===== config.mk =====
export PLATFORM = sky130hd
export DESIGN_NAME = subtract_swap_xor_alu
export DESIGN_NICKNAME = d
export VERILOG_FILES = /design/src/verilog/alu_slice_pkg.sv /design/src/verilog/subtract_swap_xor_alu.sv /design/src/verilog/sub_unit.sv
export SDC_FILE = /design/constraint.sdc
export NUM_CORES = 1
export LEC_CHECK = 0
export ABC_AREA = 1
export BUFFER_PORTS_ARGS = -buffer_cell sky130_fd_sc_hd__buf_2
export CAP_MARGIN = 10
export CORE_AREA = 2 2 75 59
export DETAILED_ROUTE_END_ITERATION = 8
export DIE_AREA = 0 0 77 61
export PLACE_DENSITY = 0.84
export SYNTH_ARGS = -nofsm -noshare
export SYNTH_HDL_FRONTEND = slang
export SYNTH_SLANG_ARGS = --single-unit

===== constraint.sdc =====
create_clock -name sys_clk -period 3 [get_ports sys_clk]
set_input_delay 0.75 -clock sys_clk [delete_from_list [all_inputs] [get_ports sys_clk]]
set_output_delay 0.75 -clock sys_clk [all_outputs]
set_load 0.005 [all_outputs]

===== src/verilog/alu_slice_pkg.sv =====
/*
  Shared constants for the subtract/swap/xor datapath slice.
  Assumes a core that decodes instructions into one-hot operation strobes.
*/
package alu_slice_pkg;
  localparam int DATA_W = 8;
  localparam int ADDR_W = 7;
  localparam logic [7:0] ACC_RESET = 8'h00;
  localparam logic FLAG_RESET = 1'b0;
  localparam logic WE_RESET = 1'b0;
  localparam logic [6:0] WADDR_RESET = 7'h00;
  localparam logic [7:0] WDATA_RESET = 8'h00;
  localparam logic DEST_ACC = 1'b0;
  localparam logic DEST_FILE = 1'b1;
  localparam int NIB_LO = 0;
  localparam int NIB_HI = 4;
  localparam int NIB_W = 4;

  // Operation codes, one-hot
  typedef enum logic [4:0] {
    OP_NONE = 5'h00,
    OP_LIT_SUB = 5'h01,
    OP_REG_SUB = 5'h02,
    OP_SWAP = 5'h04,
    OP_LIT_XOR = 5'h08,
    OP_REG_XOR = 5'h10
  } alu_op_e;
endpackage


===== src/verilog/subtract_swap_xor_alu.sv =====
/*
  Execution slice: literal/register subtract, nibble swap, literal/register
  xor, with accumulator and status flags kept here.
  Assumes the core supplies the addressed file register value in the same
  cycle as the operation strobe, and performs the file write itself when
  file_we pulses. One operation per clock.
*/
`timescale 1ns/1ps

module subtract_swap_xor_alu
  import alu_slice_pkg::*;
(
  input wire logic sys_clk,
  input wire logic rst,
  input wire logic op_valid,
  input wire alu_op_e op,
  input wire logic [7:0] literal,
  input wire logic [6:0] file_addr,
  input wire logic [7:0] file_rdata,
  input wire logic dest_sel,
  output logic [7:0] acc,
  output logic carry_flag,
  output logic digit_carry_flag,
  output logic zero_flag,
  output logic file_we,
  output logic [6:0] file_waddr,
  output logic [7:0] file_wdata
);
  logic [7:0] acc_q, acc_d;
  logic c_q, c_d, dc_q, dc_d, z_q, z_d;
  logic we_q, we_d;
  logic [6:0] waddr_q, waddr_d;
  logic [7:0] wdata_q, wdata_d;
  logic [7:0] sub_min, sub_diff, result;
  logic sub_c, sub_dc, to_file;

  // ----------------------------------------
  // Shared subtractor
  // ----------------------------------------
  // One subtractor serves both forms; the minuend mux is cheaper than two
  assign sub_min = (op == OP_LIT_SUB) ? literal : file_rdata;

  sub_unit u_sub (
    .minuend(sub_min),
    .subtrahend(acc_q),
    .diff(sub_diff),
    .carry(sub_c),
    .digit_carry(sub_dc)
  );

  // ----------------------------------------
  // Next state
  // ----------------------------------------
  always_comb begin
    acc_d = acc_q;
    c_d = c_q;
    dc_d = dc_q;
    z_d = z_q;
    we_d = 1'b0;
    waddr_d = waddr_q;
    wdata_d = wdata_q;
    result = 8'h00;
    to_file = 1'b0;
    if (op_valid) begin
      case (op)
        OP_LIT_SUB: begin
          result = sub_diff;
          {c_d, dc_d, z_d} = {sub_c, sub_dc, sub_diff == 8'h00};
        end
        OP_REG_SUB: begin
          result = sub_diff;
          to_file = (dest_sel == DEST_FILE);
          {c_d, dc_d, z_d} = {sub_c, sub_dc, sub_diff == 8'h00};
        end
        OP_SWAP: begin
          result = {file_rdata[NIB_LO +: NIB_W],
                    file_rdata[NIB_HI +: NIB_W]};
          to_file = (dest_sel == DEST_FILE);
        end
        OP_LIT_XOR: begin
          result = acc_q ^ literal;
          z_d = (result == 8'h00);
        end
        OP_REG_XOR: begin
          result = acc_q ^ file_rdata;
          to_file = (dest_sel == DEST_FILE);
          z_d = (result == 8'h00);
        end
        default: begin
          result = 8'h00;
        end
      endcase
      if (op != OP_NONE && (op == OP_LIT_SUB || op == OP_REG_SUB ||
          op == OP_SWAP || op == OP_LIT_XOR || op == OP_REG_XOR)) begin
        if (to_file) begin
          we_d = 1'b1;
          waddr_d = file_addr;
          wdata_d = result;
        end else begin
          acc_d = result;
        end
      end
    end
  end

  always_ff @(posedge sys_clk or posedge rst) begin
    if (rst) begin
      acc_q <= ACC_RESET;
      c_q <= FLAG_RESET;
      dc_q <= FLAG_RESET;
      z_q <= FLAG_RESET;
      we_q <= WE_RESET;
      waddr_q <= WADDR_RESET;
      wdata_q <= WDATA_RESET;
    end else begin
      acc_q <= acc_d;
      c_q <= c_d;
      dc_q <= dc_d;
      z_q <= z_d;
      we_q <= we_d;
      waddr_q <= waddr_d;
      wdata_q <= wdata_d;
    end
  end

  assign acc = acc_q;
  assign carry_flag = c_q;
  assign digit_carry_flag = dc_q;
  assign zero_flag = z_q;
  assign file_we = we_q;
  assign file_waddr = waddr_q;
  assign file_wdata = wdata_q;

  // ----------------------------------------
  // Checks
  // ----------------------------------------
  AST_LIT_SUB: assert property (@(posedge sys_clk) disable iff (rst)
    op_valid && op == OP_LIT_SUB |=>
      acc == 8'($past(literal) - $past(acc)))
    else $error("literal subtract result wrong");
  AST_REG_SUB: assert property (@(posedge sys_clk) disable iff (rst)
    op_valid && op == OP_REG_SUB && !dest_sel |=>
      acc == 8'($past(file_rdata) - $past(acc)))
    else $error("register subtract result wrong");
  AST_DEST_FILE: assert property (@(posedge sys_clk) disable iff (rst)
    op_valid && (op == OP_REG_SUB || op == OP_REG_XOR) && dest_sel |=>
      file_we && acc == $past(acc) && file_waddr == $past(file_addr))
    else $error("file destination not honoured");
  AST_SWAP_VAL: assert property (@(posedge sys_clk) disable iff (rst)
    op_valid && op == OP_SWAP && dest_sel |=>
      file_wdata == {$past(file_rdata[3:0]), $past(file_rdata[7:4])})
    else $error("swap value wrong");
  AST_SWAP_DEST: assert property (@(posedge sys_clk) disable iff (rst)
    op_valid && op == OP_SWAP && !dest_sel |=>
      !file_we && acc == {$past(file_rdata[3:0]), $past(file_rdata[7:4])})
    else $error("swap to accumulator wrong");
  AST_LIT_XOR: assert property (@(posedge sys_clk) disable iff (rst)
    op_valid && op == OP_LIT_XOR |=>
      acc == ($past(acc) ^ $past(literal)) && !file_we)
    else $error("literal xor wrong");
  AST_REG_XOR: assert property (@(posedge sys_clk) disable iff (rst)
    op_valid && op == OP_REG_XOR && !dest_sel |=>
      acc == ($past(acc) ^ $past(file_rdata)) && zero_flag == (acc == 8'h00))
    else $error("register xor wrong");
  AST_XOR_FLAGS: assert property (@(posedge sys_clk) disable iff (rst)
    op_valid && (op == OP_LIT_XOR || op == OP_REG_XOR) |=>
      $stable(carry_flag) && $stable(digit_carry_flag))
    else $error("xor touched carry flags");
  AST_SWAP_FLAGS: assert property (@(posedge sys_clk)
    disable iff (rst)
    op_valid && op == OP_SWAP |=>
      $stable(carry_flag) && $stable(digit_carry_flag) && $stable(zero_flag))
    else $error("swap touched flags");
  AST_SUB_CARRY: assert property (@(posedge sys_clk) disable iff (rst)
    op_valid && op == OP_LIT_SUB |=>
      carry_flag == ($past(literal) >= $past(acc)))
    else $error("subtract carry wrong");
  // Flags judged from operands, not from the shared subtractor's outputs
  AST_REG_SUB_FLAGS: assert property (@(posedge sys_clk)
    disable iff (rst)
    op_valid && op == OP_REG_SUB |=>
      carry_flag == ($past(file_rdata) >= $past(acc)) &&
      digit_carry_flag == ($past(file_rdata[3:0]) >= $past(acc[3:0])) &&
      zero_flag == ($past(file_rdata) == $past(acc)))
    else $error("register subtract flags wrong");
  AST_LIT_SUB_FLAGS: assert property (@(posedge sys_clk)
    disable iff (rst)
    op_valid && op == OP_LIT_SUB |=>
      digit_carry_flag == ($past(literal[3:0]) >= $past(acc[3:0])) &&
      zero_flag == (acc == 8'h00))
    else $error("literal subtract flags wrong");
  AST_REG_SUB_FILE: assert property (@(posedge sys_clk)
    disable iff (rst)
    op_valid && op == OP_REG_SUB && dest_sel |=>
      file_wdata == 8'($past(file_rdata) - $past(acc)))
    else $error("register subtract file data wrong");
  AST_REG_XOR_FILE: assert property (@(posedge sys_clk)
    disable iff (rst)
    op_valid && op == OP_REG_XOR && dest_sel |=>
      file_wdata == ($past(acc) ^ $past(file_rdata)))
    else $error("register xor file data wrong");
  AST_WE_SOURCE: assert property (@(posedge sys_clk)
    disable iff (rst)
    file_we |->
      $past(op_valid) && $past(dest_sel) && ($past(op) == OP_REG_SUB ||
      $past(op) == OP_SWAP || $past(op) == OP_REG_XOR))
    else $error("file write without a register op to file");

  // ----------------------------------------
  // Cover points
  // ----------------------------------------
  COV_SUB_ZERO: cover property (@(posedge sys_clk) disable iff (rst)
    op_valid && op == OP_LIT_SUB ##1 zero_flag);
  COV_SWAP_FILE: cover property (@(posedge sys_clk) disable iff (rst)
    op_valid && op == OP_SWAP && dest_sel ##1 file_we);
  COV_XOR_BACK: cover property (@(posedge sys_clk) disable iff (rst)
    op_valid && op == OP_REG_XOR ##1 op_valid && op == OP_LIT_XOR);
  COV_REG_SUB_FILE: cover property (@(posedge sys_clk) disable iff (rst)
    op_valid && op == OP_REG_SUB && dest_sel ##1 file_we);
  COV_SUB_BORROW: cover property (@(posedge sys_clk) disable iff (rst)
    op_valid && op == OP_LIT_SUB ##1 !carry_flag);
endmodule


===== src/verilog/sub_unit.sv =====
/*
  Combinational subtractor: minuend minus subtrahend with borrow flags.
  Assumes operands are stable during the cycle in which they are used.
*/
`timescale 1ns/1ps
module sub_unit
  import alu_slice_pkg::*;
(
  input wire logic [7:0] minuend,
  input wire logic [7:0] subtrahend,
  output logic [7:0] diff,
  output logic carry,
  output logic digit_carry
);
  logic [8:0] full;
  logic [4:0] low;

  // ----------------------------------------
  // Two's complement add of inverted operand
  // ----------------------------------------
  always_comb begin
    full = {1'b0, minuend} + {1'b0, ~subtrahend} + 9'h001;
    low = {1'b0, minuend[3:0]} + {1'b0, ~subtrahend[3:0]} + 5'h01;
    diff = full[7:0];
    // Carry set means no borrow
    carry = full[8];
    digit_carry = low[4];
  end
endmodule


==> results.md <==
* Status: finished, final reports clean
* Post_cts resized at 0
* Die ar. at 0.00470 mm^2
* Ys async rst share at 1.00
* Synth Register Bits at 27
* Layout Nets at 437
* Post-Place Setup Slack at 96.5 ps
* Unique masters post-synth at 33
* Row cnt at 20
* Cell taking the most area after synthesis: dfrtp_1
* Area Overhead vs Synth at 17.7%
* Dominant cells by area after synthesis: dfrtp_1 (31%), nand2_1 (23%), inv_1 (7.5%), ha_1 (5.1%), nor2_1 (5.0%)
* Fmax at 381 MHz
* Placed cell areas at 0.00254 mm^2
* Post-synthesis area per instance at 6.57 um^2
* # hold bufs at CTS at 0
* Critical Path Most Common Cell: nand2_1
* Critical Path RT at 3220 ps
* CP max stage cell: fa_1
* ANT cells at 0
* Port Buffers at 58
* Ys Warns at 0
* Chip width at 77 um
* Post-route ant nets at 0
* Headroom to the max-slew limit at 0.765
* IO Count at 59
* Skew final at 6.83 ps
* Pwr/cell area at 477 mW/mm^2
* Static Leak at 0.00157 uW
* Worst-margin pin slew at 352 ps
* Starting Density at 0.555
* DRC at 0
* Final worst slack at 372 ps
* Number of H-tree levels at 1
* Iter 0 DRT Violations at 159
* GP Congestion at 0.956
* Vias per Instance at 5.03
* Startpoint types: input port
* CP cell instances: buf_2 > nor2_4 > nand3_4 > o21ai_0 > inv_1 > fa_1 > inv_1 > nand2_1 > nand2_1 > nand3_1 > nand2_1 > nand2_1 > nand2_1 > nand2_1 > nand3_1 > nand2_1 > nand2_1
* Final hold violation count at 0
* CORE AREA at 0.00395 mm^2
* Fin. max-slew vios at 0
* Final period utilization at 0.876
* # setup viols final at 0
* Post-route design area at 0.00258 mm^2
* Hpwl dp at 4540 um
* Clk slew on worst S/H paths at 100 ps
* Antenna violations before repair at 0
* CTS tree: done
* Post-Syn Nets at 376
* Vias in the first global route at 1,970
* CP Class: input port to flop
* Seq/Total Area, Yosys at 0.308
* Global-route wire length before repair at 8870 um
* GRT Total Usage at 0.241
* Worst skew pair latency at 280 ps
* DRT Wirelength at 5640 um
* RSZ-0062 raised after global routing: no
* Util after Layout at 0.654
* Wirelength per Cell at 12.6 um
* Worst vdd ir at 0.246 mV
* List of most frequent post-synthesis cells: nand2_1 (132), inv_1 (44), nor2_1 (29), dfrtp_1 (27), nand3_1 (20)
* Fin crit period at 2630 ps
* Total CTS buffers at 3
* Crit end category: flop
* Max Root-Sink Buffers at 2
* Post-CTS Setup Inserts at 0
* Largest net degree at the start of global routing at 28
* Drt pass-1 iters at 5
* Vias at 2,257
* Max Cap Viol at 0
* GRT overflow at 0
* Post-synth EDFFs at 0
* Sink Count at 27
* Hold Path Class: flop to flop
* Area of the mapped netlist at 0.00220 mm^2
* Post-Syn Instances at 334
* CP Data Arrival Time at 2850 ps
* CP max FO at 12
* Yosys top cell area share at 0.308
* Clk root buf: clkbuf_8
* Share of cells above drive strength 1 at 0.223
* Max stage delay on crit path at 440 ps
* Most used DFF post-synth: dfrtp_1
* Die Span Y at 61 um
* Setup TNS at 0 ps
* Most frequent cell after synthesis: nand2_1
## layout by cell type (no fill, tap or decap), drive strengths merged
master and count:
or2 1, a2bb2oi 1, a21o 1, o21ai 15
nor2 35, a22oi 1, o2bb2ai 1, buf 61
nand4 2, inv 47, nand2 139, fa 1
ha 9, xnor2 6, dfrtp 27, xor2 4
o211ai 3, a31oi 1, nand3 24, a21oi 11
clkinv 1, clkbuf 3
## worst paths after layout
| kind | to | slack, ps | from | depth (start not counted) |
|---|---|---|---|---|
| max in group asynchronous | file_waddr[2] | 2220 | rst | 3 |
| max reg2reg | acc[6] | 1030 | acc[0] | 13 |
| min | file_waddr[3] | 470 | file_waddr[3] | 2 |
| min reg2reg | file_waddr[3] | 470 | file_waddr[3] | 2 |
| min in group asynchronous | file_we | 520 | rst | 3 |
| max | acc[6] | 370 | op[3] | 17 |
## flip-flops by register name (all words and copies together) (netlist names)
signal / flops
acc: 8
carry_flag: 1
digit_carry_flag: 1
file_waddr: 7
file_wdata: 8
file_we: 1
zero_flag: 1
## metal layers
metal  global-route usage  up-vias  share of wire
met1                0.343     1000           0.46
met4               0.0485        0         0.0094
met2                0.405       96           0.44
met3               0.0327        8          0.094
met5                    0        -              0
li1                     -     1153              -
## layout make-up
class / count / area, um^2
Fill cell: 396 / 1370
Clock inverter: 1 / 5.00
Multi-Input combinational cell: 255 / 1310
Timing Repair Buffer: 61 / 313
Inverter: 47 / 176
Clock buffer: 3 / 41.3
Tap cell: 55 / 68.8
Sequential cell: 27 / 676
## stage by stage
step                      hold WS (ps)  cells  total power, uW
after floorplan                    465    334              843
after CTS                          476    449             1230
after global routing               498    449             1330
after global placement             452    445             1010
after detailed placement           453    445             1020
final                              475    449             1230
## critical path: cells and delay by family
kind	cells	cell delay, ps
compound gates	1	290
fa+ha+maj	1	440
simple gates	12	1050
buf+inv	3	320
## kinds of logic after synthesis
group                    after synthesis  synth area share
XOR/XNOR                              10            0.0399
AND/OR/NAND/NOR                      201             0.403
AO/OA/AOI/OAI                         34            0.0906
buffers and inverters                 52            0.0980
flip-flops                            27             0.308
adder cells (fa/ha/maj)               10            0.0604
## where the power goes
part           leakage, uW  switching [uW]  internal [uW]
Sequential        0.000357            54.2            430
Clock            0.0000255             116           93.2
Combinational      0.00118             320            219
Total              0.00157             491            742
(Power assumes the default switching activity.)
